### src/core/qrp_consts.vh
// Overview of operation
// - Single-rate command EBh uses 3 or 4 address bytes per width bit; ECh always 4.
// - Double-rate command EDh uses 3 or 4 address bytes per width bit; EEh always 4.
// - Four-line read commands are accepted only while the quad enable bit is 1.
// - Single-rate reads sample address one nibble per rising serial clock edge.
// - Latency cycles from the latency field follow the mode bits; inputs ignored.
// - Single-rate read data leaves one nibble per clock on the falling edge.
// - Read address increments per byte and wraps to zero after the top address.
// - Single-rate mode upper nibble Ah keeps continuous read; next access starts with address.
// - Other single-rate mode values leave continuous read at chip select rise; also mode reset.
// - Single-rate mode byte takes two clocks right after the last address clock.
// - Four-lane command mode sends the instruction one nibble per rising edge.
// - Double-rate reads take address and give data on both clock edges.
// - Complementary double-rate mode nibbles enter continuous double-rate read.
// - Non-complementary nibbles leave it at the next chip select cycle; also mode reset.
// - With the learning pattern on, the device drives up to the last four dummy cycles of double-rate reads only; host stays off.
// - The preamble fills up to four clocks right before the first double-rate data, all dummy clocks when latency is below four.
// - The eight-bit learning pattern goes out identically on all four lines.
`ifndef QRP_CONSTS_VH
`define QRP_CONSTS_VH

// -----------------------------------------------------------------
// Instruction codes
// -----------------------------------------------------------------
`define QRP_CMD_SDR 8'hEB
`define QRP_CMD_SDR_WIDE 8'hEC
`define QRP_CMD_DDR 8'hED
`define QRP_CMD_DDR_WIDE 8'hEE

// -----------------------------------------------------------------
// Sequence counts and mode values
// -----------------------------------------------------------------
`define QRP_CMD_BITS_LAST 4'h7
`define QRP_CMD_NIBS_LAST 4'h1
`define QRP_ADDR_NIBS_LAST_NARROW 4'h5
`define QRP_ADDR_NIBS_LAST_WIDE 4'h7
`define QRP_MODE_SDR_LAST 4'h1
`define QRP_MODE_KEEP_NIB 4'hA
`define QRP_PREAMBLE_CYCLES 4'h4

// -----------------------------------------------------------------
// Reset values
// -----------------------------------------------------------------
`define QRP_RST_ADDR 32'h0000_0000
`define QRP_RST_BYTE 8'h00
`define QRP_RST_NIB 4'h0

`endif

### src/core/qrp_fifo.v
`timescale 1ns/10ps
module qrp_fifo #(
    parameter WIDTH = 8,
    parameter DEPTH = 16,
    parameter AW = 4
)
(
    // Clock and reset.
    input wire clk,
    input wire rstn,
    input wire clear,
    // Filling side.
    input wire inValid,
    input wire [WIDTH-1:0] inData,
    output reg inReady_ff,
    // Draining side.
    output reg outValid_ff,
    output reg [WIDTH-1:0] outData_ff,
    input wire outReady
);

    // -----------------------------------------------------------------
    // Storage and pointers
    // -----------------------------------------------------------------
    localparam [AW:0] FULL_CNT = DEPTH[AW:0];

    reg [WIDTH-1:0] mem [0:DEPTH-1];
    reg [AW-1:0] wrPtr_ff;
    reg [AW-1:0] rdPtr_ff;
    reg [AW:0] count_ff;
    wire push;
    wire pop;
    wire [AW-1:0] nxt_rdPtr;
    wire [AW:0] nxt_count;

    // Ready and valid are registered flags, so both stay honest.
    assign push = inValid & inReady_ff;
    assign pop = outReady & outValid_ff;
    assign nxt_rdPtr = pop ? rdPtr_ff + {{(AW-1){1'b0}}, 1'b1} : rdPtr_ff;
    assign nxt_count = clear ? {(AW+1){1'b0}} :
        count_ff + {{AW{1'b0}}, push} - {{AW{1'b0}}, pop};

    // The array itself needs no reset.
    always @(posedge clk)
    begin
        if (push)
            mem[wrPtr_ff] <= inData;
    end

    // Head word is held in a register; a word written into the head slot is bypassed.
    always @(posedge clk or negedge rstn)
    begin
        if (!rstn)
        begin
            wrPtr_ff <= {AW{1'b0}};
            rdPtr_ff <= {AW{1'b0}};
            count_ff <= {(AW+1){1'b0}};
            inReady_ff <= 1'b1;
            outValid_ff <= 1'b0;
            outData_ff <= {WIDTH{1'b0}};
        end
        else
        begin
            count_ff <= nxt_count;
            inReady_ff <= (nxt_count != FULL_CNT);
            outValid_ff <= (nxt_count != {(AW+1){1'b0}});
            if (clear)
            begin
                wrPtr_ff <= {AW{1'b0}};
                rdPtr_ff <= {AW{1'b0}};
            end
            else
            begin
                if (push)
                    wrPtr_ff <= wrPtr_ff + {{(AW-1){1'b0}}, 1'b1};
                rdPtr_ff <= nxt_rdPtr;
                if (push && (wrPtr_ff == nxt_rdPtr))
                    outData_ff <= inData;
                else
                    outData_ff <= mem[nxt_rdPtr];
            end
        end
    end

endmodule

### src/core/qrp_read_path.v
`timescale 1ns/10ps
`include "qrp_consts.vh"
module qrp_read_path #(
    parameter MEM_AW = 32,
    parameter FIFO_DEPTH = 16,
    parameter FIFO_AW = 4
)
(
    // Clock and reset.
    input wire clk,
    input wire rstn,
    // Serial link pins, asynchronous to clk.
    input wire csN,
    input wire sclk,
    input wire [3:0] ioIn,
    output reg [3:0] ioOut_ff,
    output reg [3:0] ioOe_ff,
    // Configuration, from logic on clk.
    input wire quadEnable,
    input wire addrWide,
    input wire fourLaneCmdMode,
    input wire [3:0] latencyCycles,
    input wire learnEnable,
    input wire [7:0] learnPattern,
    input wire modeResetReq,
    // Array fetch port.
    output reg [31:0] fetchAddr_ff,
    output reg fetchReq_ff,
    input wire [7:0] memData,
    input wire memValid,
    output wire memReady,
    // Status.
    output reg contSdr_ff,
    output reg contDdr_ff,
    output reg busy_ff
);

    // -----------------------------------------------------------------
    // Local definitions
    // -----------------------------------------------------------------
    localparam [2:0] ST_IDLE = 3'b000;
    localparam [2:0] ST_CMD = 3'b001;
    localparam [2:0] ST_ADDR = 3'b010;
    localparam [2:0] ST_MODE = 3'b011;
    localparam [2:0] ST_DUMMY = 3'b100;
    localparam [2:0] ST_DATA = 3'b101;
    localparam [2:0] ST_SKIP = 3'b110;
    localparam [31:0] ADDR_MASK = {32{1'b1}} >> (32 - MEM_AW);

    // Decode an instruction into {accepted, double rate, four-byte address}.
    function [2:0] decode;
        input [7:0] code;
        input quadOk;
        input wideBit;
        begin
            decode = 3'b000;
            if (quadOk)
            begin
                case (code)
                    `QRP_CMD_SDR: decode = {1'b1, 1'b0, wideBit};
                    `QRP_CMD_SDR_WIDE: decode = 3'b101;
                    `QRP_CMD_DDR: decode = {1'b1, 1'b1, wideBit};
                    `QRP_CMD_DDR_WIDE: decode = 3'b111;
                    default: decode = 3'b000;
                endcase
            end
        end
    endfunction

    // Pick one pattern bit, used at rising and falling edges alike.
    function learnBit;
        input [7:0] pattern;
        input [3:0] idx;
        begin
            learnBit = pattern[idx[2:0]];
        end
    endfunction

    // -----------------------------------------------------------------
    // Pin synchronisers
    // -----------------------------------------------------------------
    reg [5:0] sync1_ff;
    reg [5:0] sync2_ff;
    reg [5:0] sync3_ff;
    reg [5:0] pin_ff;
    wire [5:0] nxt_pin;
    wire [5:0] pinRaw;
    genvar g;

    assign pinRaw = {csN, sclk, ioIn};

    // A pin level is accepted only once the second and third stages agree.
    generate
        for (g = 0; g < 6; g = g + 1)
        begin : gSync
            assign nxt_pin[g] = (sync2_ff[g] == sync3_ff[g]) ? sync3_ff[g] : pin_ff[g];
        end
    endgenerate

    // Three stages plus the filtered level; all reset to idle bus values.
    always @(posedge clk or negedge rstn)
    begin
        if (!rstn)
        begin
            sync1_ff <= 6'h20;
            sync2_ff <= 6'h20;
            sync3_ff <= 6'h20;
            pin_ff <= 6'h20;
        end
        else
        begin
            sync1_ff <= pinRaw;
            sync2_ff <= sync1_ff;
            sync3_ff <= sync2_ff;
            pin_ff <= nxt_pin;
        end
    end

    // Edge events act in the cycle in which the filtered level changes.
    wire csFall = pin_ff[5] & ~nxt_pin[5];
    wire csRise = ~pin_ff[5] & nxt_pin[5];
    wire csLow = ~nxt_pin[5];
    wire sckRise = ~pin_ff[4] & nxt_pin[4];
    wire sckFall = pin_ff[4] & ~nxt_pin[4];
    wire [3:0] nib = nxt_pin[3:0];

    // -----------------------------------------------------------------
    // Sequencer state
    // -----------------------------------------------------------------
    reg [2:0] state_ff;
    reg [3:0] cnt_ff;
    reg [7:0] cmd_ff;
    reg [31:0] addr_ff;
    reg ddr_ff;
    reg wide_ff;
    reg contWide_ff;
    reg [3:0] modeHi_ff;
    reg modeSeen_ff;
    reg keep_ff;
    reg ddrExit_ff;
    reg half_ff;
    reg fifoClr_ff;
    wire [2:0] cmdKind;
    wire [7:0] nxt_cmd;
    wire [31:0] nxt_addr;
    wire [3:0] cntInc;
    wire [3:0] leftFall;
    wire [3:0] leftRise;
    wire dataEdge;
    wire pop;
    wire fifoValid;
    wire [7:0] fifoData;

    assign nxt_cmd = fourLaneCmdMode ? {cmd_ff[3:0], nib} : {cmd_ff[6:0], nib[0]};
    assign cmdKind = decode(nxt_cmd, quadEnable, addrWide);
    assign nxt_addr = {addr_ff[27:0], nib};
    assign cntInc = cnt_ff + 4'h1;
    // Cycles of latency still to come, seen from a falling or a rising edge.
    assign leftFall = latencyCycles - cnt_ff;
    assign leftRise = latencyCycles - cntInc;
    assign dataEdge = csLow && (state_ff == ST_DATA) && (sckFall || (ddr_ff && sckRise));
    // A byte leaves the buffer once its low nibble has been driven.
    assign pop = dataEdge & half_ff & fifoValid;

    // -----------------------------------------------------------------
    // Prefetch buffer
    // -----------------------------------------------------------------
    // Bytes are fetched ahead of the serial stream; a full buffer stalls the array.
    qrp_fifo #(
        .WIDTH(8),
        .DEPTH(FIFO_DEPTH),
        .AW(FIFO_AW)
    ) uFifo (
        .clk(clk),
        .rstn(rstn),
        .clear(fifoClr_ff),
        .inValid(memValid & fetchReq_ff & ~fifoClr_ff),
        .inData(memData),
        .inReady_ff(memReady),
        .outValid_ff(fifoValid),
        .outData_ff(fifoData),
        .outReady(pop)
    );

    // -----------------------------------------------------------------
    // Main sequencer
    // -----------------------------------------------------------------
    // One process owns the link state, the continuous read flags and the fetch address.
    always @(posedge clk or negedge rstn)
    begin
        if (!rstn)
        begin
            state_ff <= ST_IDLE;
            cnt_ff <= `QRP_RST_NIB;
            cmd_ff <= `QRP_RST_BYTE;
            addr_ff <= `QRP_RST_ADDR;
            ddr_ff <= 1'b0;
            wide_ff <= 1'b0;
            contWide_ff <= 1'b0;
            modeHi_ff <= `QRP_RST_NIB;
            modeSeen_ff <= 1'b0;
            keep_ff <= 1'b0;
            ddrExit_ff <= 1'b0;
            half_ff <= 1'b0;
            fifoClr_ff <= 1'b0;
            ioOut_ff <= `QRP_RST_NIB;
            ioOe_ff <= `QRP_RST_NIB;
            fetchAddr_ff <= `QRP_RST_ADDR;
            fetchReq_ff <= 1'b0;
            contSdr_ff <= 1'b0;
            contDdr_ff <= 1'b0;
            busy_ff <= 1'b0;
        end
        else
        begin
            fifoClr_ff <= 1'b0;
            // advance and wrap per byte
            // A byte offered while the buffer clears is refused, so the address holds then.
            if (memValid && memReady && fetchReq_ff && !fifoClr_ff)
                fetchAddr_ff <= (fetchAddr_ff + 32'h0000_0001) & ADDR_MASK;
            if (csRise)
            begin
                // Raising select always ends the access and frees the lines.
                state_ff <= ST_IDLE;
                ioOe_ff <= `QRP_RST_NIB;
                fetchReq_ff <= 1'b0;
                busy_ff <= 1'b0;
                if (modeSeen_ff)
                begin
                    contWide_ff <= wide_ff;
                    if (ddr_ff)
                    begin
                        if (keep_ff)
                            contDdr_ff <= 1'b1;
                        else
                            ddrExit_ff <= 1'b1;
                    end
                    else
                        contSdr_ff <= keep_ff;
                end
            end
            else if (csFall)
            begin
                cnt_ff <= `QRP_RST_NIB;
                addr_ff <= `QRP_RST_ADDR;
                half_ff <= 1'b0;
                modeSeen_ff <= 1'b0;
                busy_ff <= 1'b1;
                if (ddrExit_ff)
                begin
                    // leave after select rise and fall
                    contDdr_ff <= 1'b0;
                    ddrExit_ff <= 1'b0;
                    state_ff <= ST_CMD;
                end
                else if (contDdr_ff || contSdr_ff)
                begin
                    state_ff <= ST_ADDR;
                    ddr_ff <= contDdr_ff;
                    wide_ff <= contWide_ff;
                end
                else
                    state_ff <= ST_CMD;
            end
            else if (csLow && (sckRise || sckFall))
            begin
                case (state_ff)
                    ST_CMD:
                    begin
                        // Modes 0 and 3 both shift on rising edges only.
                        if (sckRise)
                        begin
                            cmd_ff <= nxt_cmd;
                            cnt_ff <= cntInc;
                            if (cnt_ff == (fourLaneCmdMode ? `QRP_CMD_NIBS_LAST : `QRP_CMD_BITS_LAST))
                            begin
                                cnt_ff <= `QRP_RST_NIB;
                                ddr_ff <= cmdKind[1];
                                wide_ff <= cmdKind[0];
                                state_ff <= cmdKind[2] ? ST_ADDR : ST_SKIP;
                            end
                        end
                    end
                    ST_ADDR:
                    begin
                        // falls count only after a rise
                        if (sckRise || (ddr_ff && cnt_ff[0]))
                        begin
                            addr_ff <= nxt_addr;
                            cnt_ff <= cntInc;
                            if (cnt_ff == (wide_ff ? `QRP_ADDR_NIBS_LAST_WIDE : `QRP_ADDR_NIBS_LAST_NARROW))
                            begin
                                cnt_ff <= `QRP_RST_NIB;
                                state_ff <= ST_MODE;
                                fetchAddr_ff <= nxt_addr & ADDR_MASK;
                                fetchReq_ff <= 1'b1;
                                fifoClr_ff <= 1'b1;
                            end
                        end
                    end
                    ST_MODE:
                    begin
                        if (sckRise && (cnt_ff == `QRP_RST_NIB))
                        begin
                            modeHi_ff <= nib;
                            cnt_ff <= cntInc;
                        end
                        else if ((sckRise && !ddr_ff && (cnt_ff == `QRP_MODE_SDR_LAST)) ||
                                 (sckFall && ddr_ff && (cnt_ff == `QRP_MODE_SDR_LAST)))
                        begin
                            modeSeen_ff <= 1'b1;
                            keep_ff <= ddr_ff ? (modeHi_ff == ~nib) : (modeHi_ff == `QRP_MODE_KEEP_NIB);
                            cnt_ff <= `QRP_RST_NIB;
                            state_ff <= (latencyCycles == `QRP_RST_NIB) ? ST_DATA : ST_DUMMY;
                            // preamble may start at this fall
                            if (ddr_ff && learnEnable && (latencyCycles != `QRP_RST_NIB) &&
                                (latencyCycles <= `QRP_PREAMBLE_CYCLES))
                            begin
                                ioOut_ff <= {4{learnBit(learnPattern, {latencyCycles[2:0], 1'b0} - 4'h1)}};
                                ioOe_ff <= 4'hF;
                            end
                        end
                    end
                    ST_DUMMY:
                    begin
                        if (sckRise)
                        begin
                            cnt_ff <= cntInc;
                            if (cntInc == latencyCycles)
                                state_ff <= ST_DATA;
                            if (ddr_ff && learnEnable && (leftRise < `QRP_PREAMBLE_CYCLES))
                            begin
                                ioOut_ff <= {4{learnBit(learnPattern, {leftRise[2:0], 1'b0})}};
                                ioOe_ff <= 4'hF;
                            end
                        end
                        else if (ddr_ff && learnEnable && (leftFall <= `QRP_PREAMBLE_CYCLES) &&
                                 (leftFall != `QRP_RST_NIB))
                        begin
                            ioOut_ff <= {4{learnBit(learnPattern, {leftFall[2:0], 1'b0} - 4'h1)}};
                            ioOe_ff <= 4'hF;
                        end
                    end
                    ST_DATA:
                    begin
                        // High nibble first, then low nibble of the head byte.
                        if (dataEdge)
                        begin
                            ioOut_ff <= half_ff ? fifoData[3:0] : fifoData[7:4];
                            ioOe_ff <= 4'hF;
                            half_ff <= ~half_ff;
                        end
                    end
                    ST_SKIP:
                    begin
                        // Unsupported instruction: stay silent until select rises.
                        ioOe_ff <= `QRP_RST_NIB;
                    end
                    default:
                    begin
                        state_ff <= ST_IDLE;
                    end
                endcase
            end
            // A mode reset wins over an entry at the same select rise; a mode byte seen earlier in the frame still enters at the rise.
            if (modeResetReq)
            begin
                contSdr_ff <= 1'b0;
                contDdr_ff <= 1'b0;
                ddrExit_ff <= 1'b0;
                if (csRise)
                    modeSeen_ff <= 1'b0;
            end
        end
    end

    // The buffer can run dry only if the array is slower than the link; the head byte
    // is then driven stale, which the host cannot detect, so the array must keep up.

endmodule

### config.mk
export PLATFORM = sky130hd
export DESIGN_NAME = qrp_read_path
export DESIGN_NICKNAME = d
export VERILOG_FILES = /design/src/core/qrp_fifo.v /design/src/core/qrp_read_path.v
export VERILOG_INCLUDE_DIRS = /design/src /design/src/core
export SDC_FILE = /design/constraint.sdc
export NUM_CORES = 1
export LEC_CHECK = 0
export BUFFER_PORTS_ARGS = -buffer_cell sky130_fd_sc_hd__buf_2
export CORE_MARGIN = 2
export CORE_UTILIZATION = 45
export DETAILED_ROUTE_END_ITERATION = 7
export GPL_TIMING_DRIVEN = 0
export PLACE_DENSITY_LB_ADDON = 0.1
export SLEW_MARGIN = 20
export SYNTH_ARGS = -nofsm -noshare
export SYNTH_HDL_FRONTEND = slang
export SYNTH_HIERARCHICAL = 1
export SYNTH_SLANG_ARGS = --single-unit
### constraint.sdc
create_clock -name clk -period 4.05 [get_ports clk]
set_clock_uncertainty 0.15 [all_clocks]
set_input_delay 0.81 -clock clk [delete_from_list [all_inputs] [get_ports clk]]
set_output_delay 0.81 -clock clk [all_outputs]
set_load 0.005 [all_outputs]
==> reports/qor.json, run 1 <==
{
  "timing.reg2reg.setup_slack_ns": 0.15,
  "vias_per_cell": 5.535,
  "p_per_cell_area_nw_per_um2": 467.2,
  "synth-main-ff-cell": "dfrtp_1",
  "timing.critical_path.fanout_max": 10,
  "multi_input_comb_area_um2": 5583,
  "maxCapViolations": 0,
  "die_height_um": 177.1,
  "postLayoutCellArea_um2": 15490,
  "cts_root_buf": "clkbuf_16",
  "unrepaired_setup_endpoints_after_global_routing": "false",
  "layout.nets": 1457,
  "first_global_vias": 9793,
  "outcome": "finished, final reports clean",
  "relSlewSlack_pct": 31.57,
  "drc": 0,
  "reg2reg_depth": 13,
  "period_share_pct": 96.18,
  "critPathCaptureType": "flip-flop",
  "post-route-util_pct": 52.41,
  "synth_warnings": 6,
  "postSynthAreaPerCell_um2": 10.50,
  "dpl.cell_count": 1752,
  "worstHoldPathType": "in -> async",
  "clkSinkCount": 270,
  "fill_cells": 2677,
  "antenna_violations_before_repair": 1,
  "numCtsBuffers": 30,
  "wl_um": 34320,
  "ioPinCount": 79,
  "route.detailed.wl_per_inst_um": 18.94,
  "count_of_flip_flops_with_a_built_in_enable_after_synthesis": 128,
  "final_common_cell": "nand2_1",
  "vias": 10030,
  "achievable-frequency_mhz": 256.7,
  "required_ns": 4.31,
  "reg2reg_to": "uFifo/outData_ff[2]$_DFFE_PN0N_",
  "grt_max_degree": 83,
  "ys_seq_area_share_pct": 54.90,
  "starting_utilization_of_the_core_area_pct": 45.62,
  "period_minus_slack_ns": 3.895,
  "mappedNetlistArea_um2": 13490,
  "place.gp.congestion": 0.8701,
  "grt_use_total_pct": 22.27,
  "final-max-slew-violation-count": 0,
  "drive_above_1_share_pct": 15.61,
  "crit_arrival_ns": 4.15,
  "holdWs_ns": 0.01927,
  "detail_route.iter0.violations": 727,
  "mostFrequentLayoutCells": "nand2_1, dfrtp_1, edfxtp_1",
  "clock_latency_ns": 0.55,
  "seqCellArea_um2": 7405,
  "max-clock-path-buffers": 3,
  "syn_inst": 1284,
  "worstMarginPinSlew_ns": 1.023,
  "placedInstanceArea_um2": 14400,
  "timing.critical_path.from_type": "flip-flop",
  "critical_path_class": "reg -> reg",
  "htree_levels": 1,
  "x_dimension_of_the_die_um": 177.1,
  "fp-row-count": 63,
  "leakagePower_uw": 0.006165,
  "flow.area_growth_from_synthesis_pct": 14.89,
  "antenna_violating_nets_remaining": 0,
  "vdd_drop_max_mv": 0.4087,
  "overflow": 0,
  "finalSetupViolCount": 0,
  "grt_pass1_wl_um": 54460,
  "die_area_um2": 31370,
  "num_antenna_cells": 0,
  "count_of_input_and_output_buffers": 77,
  "ys_async_sr_fraction_pct": 52.59,
  "drt_pre_antenna_iters": 5,
  "synth.ff_latch_count": 270,
  "clock_tree_from_tritoncts": "done",
  "place_hpwl_um": 23820,
  "clk_pin_slew_worst_paths_ns": 0.06,
  "startpoint_of_the_worst_register_to_register_path": "sync2_ff[4]$_DFF_PN0_",
  "synth_nets": 1343,
  "final-instance-count-excl-fill": 1812,
  "yosysUniqueCellTypes": 81,
  "finalHoldViolations": 0,
  "coreArea_um2": 29560
}
## flip-flops by register name, summed over array words and instances, names as in the netlist, 5 cells and up
name / count
pin_ff: 6
sync1_ff: 6
fetchAddr_ff: 32
uFifo/outData_ff: 8
uFifo/mem: 128
uFifo/count_ff: 5
addr_ff: 28
sync2_ff: 6
cmd_ff: 7
sync3_ff: 6
## synth_stat cells (all sizes together), types with 3 or more instances
cell / n / share of area (%)
a2111oi: 3 / 0.33
a21o: 6 / 0.33
a21oi: 100 / 3.7
a31oi: 9 / 0.42
a32oi: 3 / 0.19
and2: 15 / 0.70
and3: 38 / 1.8
and3b: 3 / 0.19
buf: 29 / 1.7
clkbuf: 43 / 1.2
dfrtp: 137 / 25
dfstp: 5 / 0.97
edfxtp: 128 / 29
fa: 3 / 0.45
ha: 22 / 2.0
inv: 40 / 1.1
maj3: 6 / 0.45
mux2: 19 / 1.6
mux2i: 11 / 0.82
mux4: 3 / 0.50
nand2: 181 / 5.1
nand2b: 21 / 0.97
nand3: 52 / 2.0
nand3b: 30 / 1.7
nand4: 11 / 0.62
nor2: 121 / 3.4
nor2b: 8 / 0.37
nor3: 30 / 1.2
nor3b: 6 / 0.33
nor4: 22 / 1.0
o2111ai: 7 / 0.45
o211ai: 12 / 0.74
o21ai: 39 / 1.4
o22ai: 17 / 0.79
o31ai: 16 / 1.2
or2: 3 / 0.14
xnor2: 23 / 1.8
xor2: 36 / 2.5
## layout make-up
class / count / share of cell area, %
Sequential cell: 270 / 47.79
Multi-Input combinational cell: 901 / 36.03
Clock buffer: 46 / 5.758
Tap cell: 390 / 3.149
Timing Repair Buffer: 84 / 3.020
Buffer: 70 / 2.512
Inverter: 41 / 1.074
Clock inverter: 10 / 0.6622
## worst max path at each step
stage / startpoint / cells past startpoint / end / slack, ns
after global placement: pin_ff[4]$_DFF_PN0_ / 17 / uFifo/outValid_ff$_DFF_PN0_ / -0.66
final: sync2_ff[4]$_DFF_PN0_ / 13 / uFifo/outData_ff[2]$_DFFE_PN0N_ / 0.15
after global routing: sync2_ff[4]$_DFF_PN0_ / 12 / uFifo/outData_ff[5]$_DFFE_PN0N_ / 0.02
after detailed placement: sync3_ff[4]$_DFF_PN0_ / 17 / uFifo/outValid_ff$_DFF_PN0_ / -0.62
after CTS: sync3_ff[4]$_DFF_PN0_ / 17 / uFifo/outValid_ff$_DFF_PN0_ / 0.005
after floorplan: sync3_ff[4]$_DFF_PN0_ / 17 / uFifo/outValid_ff$_DFF_PN0_ / 0.1
## per-layer routing
layer / GRT usage [%] / wire length, um
met5: 0 / 14
met4: 5.957 / 890
met3: 2.491 / 1529
met2: 36.66 / 16290
met1: 31.37 / 15600
## metrics by stage
step           power, uW  setup TNS, ns  setup slack, ns
3_5_place_dp        4580         -3.367          -0.6216
4_1_cts             7310              0         0.004513
5_1_grt             7619              0          0.02492
3_3_place_gp        4555         -24.50          -0.6578
6_report            7238              0           0.1546
2_1_floorplan       4173              0          0.09843
## logic make-up (layout without fill, tap and decap cells)
group | count (synthesis) | count (layout) | share of synthesized area, %
XOR/XNOR | 60 | 60 | 4.472
flip-flops | 270 | 270 | 54.90
AND/OR/NAND/NOR | 548 | 548 | 19.96
buffers and inverters | 113 | 251 | 4.045
AO/OA/AOI/OAI | 229 | 229 | 10.79
multiplexers | 33 | 33 | 2.904
adder cells (fa/ha/maj) | 31 | 31 | 2.932
## report_power, final
| group | internal, uW | switching (uW) |
|---|---|---|
| clock | 1640 | 1070 |
| sequential | 3090 | 217 |
| combinational | 535 | 686 |
| total | 5260 | 1980 |
## what timing repair did
| item | CTS | global route |
|---|---|---|
| endpoints found under the setup margin | 14 | 11 |
| resized for setup | 12 | 7 |
| setup buffers | 1 | 5 |
| hold buffers | 0 | 0 |
| endpoints found under the hold margin | 0 | 0 |
| pin swaps | 0 | 3 |
## worst max-delay path, stage by stage, from the launching register on
cell and delay [ns]:
dfrtp_2 0.44, or3b_4 0.44, a21oi_4 0.22, nand2_2 0.10, nor2_4 0.12, and3_4 0.25
nand3_1 0.13, a2bb2oi_1 0.16, o22ai_1 0.67, buf_2 0.38, nand3_1 0.13, o211ai_1 0.20
and3_1 0.27, o31ai_2 0.08
Note: power is estimated with default switching activity, not from simulation.
==> run 2: changes to the inputs <==
--- a/config.mk
+++ b/config.mk
@@ -8,12 +8,11 @@
 export LEC_CHECK = 0
 export BUFFER_PORTS_ARGS = -buffer_cell sky130_fd_sc_hd__buf_2
 export CORE_MARGIN = 2
-export CORE_UTILIZATION = 45
+export CORE_UTILIZATION = 35
 export DETAILED_ROUTE_END_ITERATION = 7
 export GPL_TIMING_DRIVEN = 0
 export PLACE_DENSITY_LB_ADDON = 0.1
 export SLEW_MARGIN = 20
 export SYNTH_ARGS = -nofsm -noshare
 export SYNTH_HDL_FRONTEND = slang
-export SYNTH_HIERARCHICAL = 1
 export SYNTH_SLANG_ARGS = --single-unit
==> reports/qor.json, run 2 <==
{
  "worst_path_largest_cell_delay": {"value": 0.40, "unit": "ns", "change": "was 0.67 ns"},
  "worstHoldPathType": {"value": "in -> async", "change": "unchanged"},
  "first_global_vias": {"value": 9574, "change": "was 9793"},
  "coreArea": {"value": 37400, "unit": "um2", "change": "was 29560 um2"},
  "clock_latency": {"value": 0.59, "unit": "ns", "change": "was 0.55 ns"},
  "worstMarginPinSlew": {"value": 0.8966, "unit": "ns", "change": "was 1.023 ns"},
  "relSlewSlack": {"value": 40.01, "unit": "%", "change": "was 31.57%"},
  "detail_route.iter0.violations": {"value": 644, "change": "was 727"},
  "drt_pre_antenna_iters": {"value": 5, "change": "unchanged"},
  "num_antenna_cells": {"value": 0, "change": "unchanged"},
  "finalHoldViolations": {"value": 0, "change": "unchanged"},
  "reg2reg_to": {"value": "uFifo.outValid_ff$_DFF_PN0_", "change": "was uFifo/outData_ff[2]$_DFFE_PN0N_"},
  "crit_start": {"value": "sync2_ff[4]$_DFF_PN0_", "change": "unchanged"},
  "multi_input_comb_area": {"value": 5341, "unit": "um2", "change": "was 5583 um2"},
  "final_common_cell": {"value": "nand2_1", "change": "unchanged"},
  "finalSetupViolCount": {"value": 0, "change": "unchanged"},
  "timing.critical_path.from_type": {"value": "flip-flop", "change": "unchanged"},
  "vdd_drop_max": {"value": 0.2880, "unit": "mV", "change": "was 0.4087 mV"},
  "place_hpwl": {"value": 25570, "unit": "um", "change": "was 23820 um"},
  "final-instance-count-excl-fill": {"value": 1864, "change": "was 1812"},
  "critical_path.slowest_cell": {"value": "fa_1", "change": "was o22ai_1"},
  "drive_above_1_share": {"value": 17.00, "unit": "%", "change": "was 15.61%"},
  "list_of_cells_traversed_by_the_critical_path": {"value": "nand2_1 > nand2_1 > o21a_1 > ha_2 > a21oi_1 > nor4_4 > nand2_1 > inv_2 > ha_1 > inv_1 > ha_1 > inv_1 > fa_1 > xor2_1 > nor2_1 > nor4_2 > o21ai_0", "change": "was or3b_4 > a21oi_4 > nand2_2 > nor2_4 > and3_4 > nand3_1 > a2bb2oi_1 > o22ai_1 > buf_2 > nand3_1 > o211ai_1 > and3_1 > o31ai_2"},
  "period_share": {"value": 91.86, "unit": "%", "change": "was 96.18%"},
  "critPathCaptureType": {"value": "flip-flop", "change": "unchanged"},
  "yosysUniqueCellTypes": {"value": 74, "change": "was 81"},
  "grt_pass1_wl": {"value": 56610, "unit": "um", "change": "was 54460 um"},
  "crit_end": {"value": "uFifo.outValid_ff$_DFF_PN0_", "change": "was uFifo/outData_ff[2]$_DFFE_PN0N_"},
  "maxCapViolations": {"value": 0, "change": "unchanged"},
  "mappedNetlistArea": {"value": 13170, "unit": "um2", "change": "was 13490 um2"},
  "startpoint_of_the_worst_register_to_register_path": {"value": "sync2_ff[4]$_DFF_PN0_", "change": "unchanged"},
  "fp-row-count": {"value": 71, "change": "was 63"},
  "ys_async_sr_fraction": {"value": 52.59, "unit": "%", "change": "unchanged"},
  "clk_pin_slew_worst_paths": {"value": 0.06, "unit": "ns", "change": "about the same"},
  "wl": {"value": 36340, "unit": "um", "change": "was 34320 um"},
  "layout.nets": {"value": 1390, "change": "was 1457"},
  "critPathMostFrequentCell": {"value": "nand2_1", "change": "was nand3_1"},
  "synth_nets": {"value": 1273, "change": "was 1343"},
  "dpl.cell_count": {"value": 1804, "change": "was 1752"},
  "final-max-slew-violation-count": {"value": 0, "change": "unchanged"},
  "placedInstanceArea": {"value": 14270, "unit": "um2", "change": "was 14400 um2"},
  "htree_levels": {"value": 1, "change": "unchanged"},
  "outcome": {"value": "finished, final reports clean", "change": "unchanged"},
  "reg2reg_depth": {"value": 17, "change": "was 13"},
  "route.detailed.wl_per_inst": {"value": 19.50, "unit": "um", "change": "was 18.94 um"},
  "crit_arrival": {"value": 4.02, "unit": "ns", "change": "was 4.15 ns"},
  "place.gp.congestion": {"value": 0.8761, "change": "was 0.8701"},
  "x_dimension_of_the_die": {"value": 198.0, "unit": "um", "change": "was 177.1 um"},
  "unrepaired_setup_endpoints_after_global_routing": {"value": "false", "change": "unchanged"},
  "die_height": {"value": 198.0, "unit": "um", "change": "was 177.1 um"},
  "synth.ff_latch_count": {"value": 270, "change": "unchanged"},
  "syn_inst": {"value": 1211, "change": "was 1284"},
  "drc": {"value": 0, "change": "unchanged"},
  "required": {"value": 4.34, "unit": "ns", "change": "was 4.31 ns"},
  "yosysTopAreaCell": {"value": "edfxtp_1", "change": "unchanged"},
  "seqCellArea": {"value": 7403, "unit": "um2", "change": "was 7405 um2"},
  "postLayoutCellArea": {"value": 15470, "unit": "um2", "change": "was 15490 um2"},
  "holdWs": {"value": 0.06660, "unit": "ns", "change": "was 0.01927 ns"},
  "cts_root_buf": {"value": "clkbuf_16", "change": "unchanged"},
  "vias_per_cell": {"value": 5.177, "change": "was 5.535"},
  "clkSinkCount": {"value": 270, "change": "unchanged"},
  "numCtsBuffers": {"value": 31, "change": "was 30"},
  "grt_max_degree": {"value": 84, "change": "was 83"},
  "vias": {"value": 9650, "change": "was 10030"},
  "mostFrequentLayoutCells": {"value": "nand2_1, dfrtp_1, nor2_1", "change": "was nand2_1, dfrtp_1, edfxtp_1"},
  "fill_cells": {"value": 3670, "change": "was 2677"},
  "count_of_input_and_output_buffers": {"value": 77, "change": "unchanged"},
  "most_repeated_cell_in_the_gate_level_netlist_after_synthesis": {"value": "nand2_1", "change": "unchanged"},
  "clock_tree_from_tritoncts": {"value": "done", "change": "unchanged"},
  "largest_register": {"value": "uFifo.mem", "change": "was uFifo/mem"},
  "timing.reg2reg.setup_slack": {"value": 0.33, "unit": "ns", "change": "was 0.15 ns"},
  "synth.top_cells.by_count": {"value": "nand2_1, dfrtp_1, nor2_1", "change": "was nand2_1, dfrtp_1, edfxtp_1"},
  "reg_top3": {"value": "uFifo.mem (128), fetchAddr_ff (32), addr_ff (28)", "change": "was uFifo/mem (128), fetchAddr_ff (32), addr_ff (28)"},
  "antenna_violating_nets_remaining": {"value": 0, "change": "unchanged"},
  "max-clock-path-buffers": {"value": 3, "change": "unchanged"},
  "ys_seq_area_share": {"value": 56.22, "unit": "%", "change": "was 54.90%"},
  "postSynthAreaPerCell": {"value": 10.87, "unit": "um2", "change": "was 10.50 um2"},
  "largest_register_ffs": {"value": 128, "change": "unchanged"},
  "synth_warnings": {"value": 0, "change": "was 6"},
  "starting_utilization_of_the_core_area": {"value": 35.21, "unit": "%", "change": "was 45.62%"},
  "period_minus_slack": {"value": 3.720, "unit": "ns", "change": "was 3.895 ns"},
  "overflow": {"value": 0, "change": "unchanged"},
  "power": {"value": 7954, "unit": "uW", "change": "was 7238 uW"},
  "share_of_yosys_cell_area_claimed_by_the_top_area_cell_type": {"value": 29.19, "unit": "%", "change": "was 28.50%"},
  "synth-main-ff-cell": {"value": "dfrtp_1", "change": "unchanged"},
  "critical_path_class": {"value": "reg -> reg", "change": "unchanged"},
  "grt_use_total": {"value": 18.72, "unit": "%", "change": "was 22.27%"},
  "timing.critical_path.fanout_max": {"value": 7, "change": "was 10"},
  "synth.area.top_cells": {"value": "edfxtp_1, dfrtp_1, nand2_1, nor2_1, a21oi_1", "change": "was edfxtp_1, dfrtp_1, nand2_1, a21oi_1, nor2_1"},
  "ioPinCount": {"value": 79, "change": "unchanged"},
  "count_of_flip_flops_with_a_built_in_enable_after_synthesis": {"value": 128, "change": "unchanged"},
  "die_area": {"value": 39190, "unit": "um2", "change": "was 31370 um2"},
  "leakagePower": {"value": 0.006188, "unit": "uW", "change": "was 0.006165 uW"},
  "flow.area_growth_from_synthesis": {"value": 17.48, "unit": "%", "change": "was 14.89%"},
  "antenna_violations_before_repair": {"value": 1, "change": "unchanged"},
  "achievable-frequency": {"value": 268.8, "unit": "MHz", "change": "was 256.7 MHz"},
  "p_per_cell_area": {"value": 514.1, "unit": "nW/um2", "change": "was 467.2 nW/um2"}
}
==> run 2: cell types whose count changed after synthesis, sizes merged, moves of 12 or more <==
cell    previous run  this run
a21oi            100        76
nand2            181       157
o221ai             0        20
nand2b            21         5
nand3             52        36
nor4              22         8
a211o              0        13
nand4             11        23
nor2             121       133
o21ai             39        27
==> run 2: logic make-up (layout without fill, tap and decap cells) <==
kind of cell,Yosys count,after routing,synth area share [%]
and+or+nand+nor,474,474,17.09
AOI/OAI and AO/OA,232,232,12.52
adders and majority gates,33,33,3.221
DFF,270,270,56.22
muxes,41,41,3.639
xor gates and xnor gates,55,55,3.772
buffers and inverters,106,248,3.525
==> run 2: metal layers <==
metal  part of all wire [%]  GRT usage [%]  vias to the layer above
met1                     48          26.27                     4771
met2                     46          30.10                      205
met4                    1.9          4.651                        2
li1                       -              -                     4623
met3                    4.5          3.236                       49
met5                  0.030              0                        -
==> run 2: through the flow <==
step | TNS, ns | util (%) | setup slack (ns)
6_report | 0 | 41.36 | 0.3297
3_5_place_dp | -1.181 | 38.17 | -0.1852
3_3_place_gp | -35.99 | 37.95 | -0.2725
4_1_cts | 0 | 41.32 | 0.009077
2_1_floorplan | 0 | - | 0.7370
5_1_grt | 0 | 41.36 | 0.02134
==> run 2: report_power, final <==
part           internal, uW  leakage (uW)  switching, uW  total (uW)
Clock                  2010      0.000576           1150        3160
Sequential             3130       0.00282            224        3360
Combinational           595       0.00279            841        1440
Total                  5730       0.00619           2220        7950
==> run 2: timing repair <==
action / in CTS / in global routing
setup endpoints to repair: 8 / 5
pin swaps: 1 / 1
setup buffers: 1 / 1
gates resized for setup: 3 / 2
hold buffers: 0 / 0
==> run 2: worst min path at each step <==
stage | startpoint | endpoint | slack (ns) | depth (start not counted)
2_1_floorplan | sync1_ff[0]$_DFF_PN0_ | sync2_ff[0]$_DFF_PN0_ | 0.18 | 0
3_3_place_gp | sync1_ff[1]$_DFF_PN0_ | sync2_ff[1]$_DFF_PN0_ | 0.18 | 0
3_5_place_dp | sync1_ff[3]$_DFF_PN0_ | sync2_ff[3]$_DFF_PN0_ | 0.18 | 0
4_1_cts | rstn | fetchAddr_ff[28]$_DFF_PN0_ | 0.09 | 1
5_1_grt | rstn | fetchAddr_ff[24]$_DFF_PN0_ | 0.12 | 1
6_report | rstn | fetchAddr_ff[28]$_DFF_PN0_ | 0.07 | 1
==> run 2: area by class of cell <==
| cell class | instances | share of cell area, % |
|---|---|---|
| clock inverters | 13 | 1.577 |
| inverters | 36 | 0.8735 |
| clock buffers | 45 | 5.937 |
| plain buffers | 70 | 2.135 |
| well taps | 511 | 4.133 |
| flip-flops and latches | 270 | 47.86 |
| multi-input cells | 835 | 34.53 |
| repair buffers | 84 | 2.960 |
==> run 2: worst max-delay path, delay by kind of cell, from the launching register on <==
kind / cells / cell delay [ns]
AO/OA/AOI/OAI: 3 / 0.45
XOR/XNOR: 1 / 0.17
adder cells (fa/ha/maj): 4 / 1.09
buffers and inverters: 3 / 0.33
flip-flops: 1 / 0.37
AND/OR/NAND/NOR: 6 / 1.06
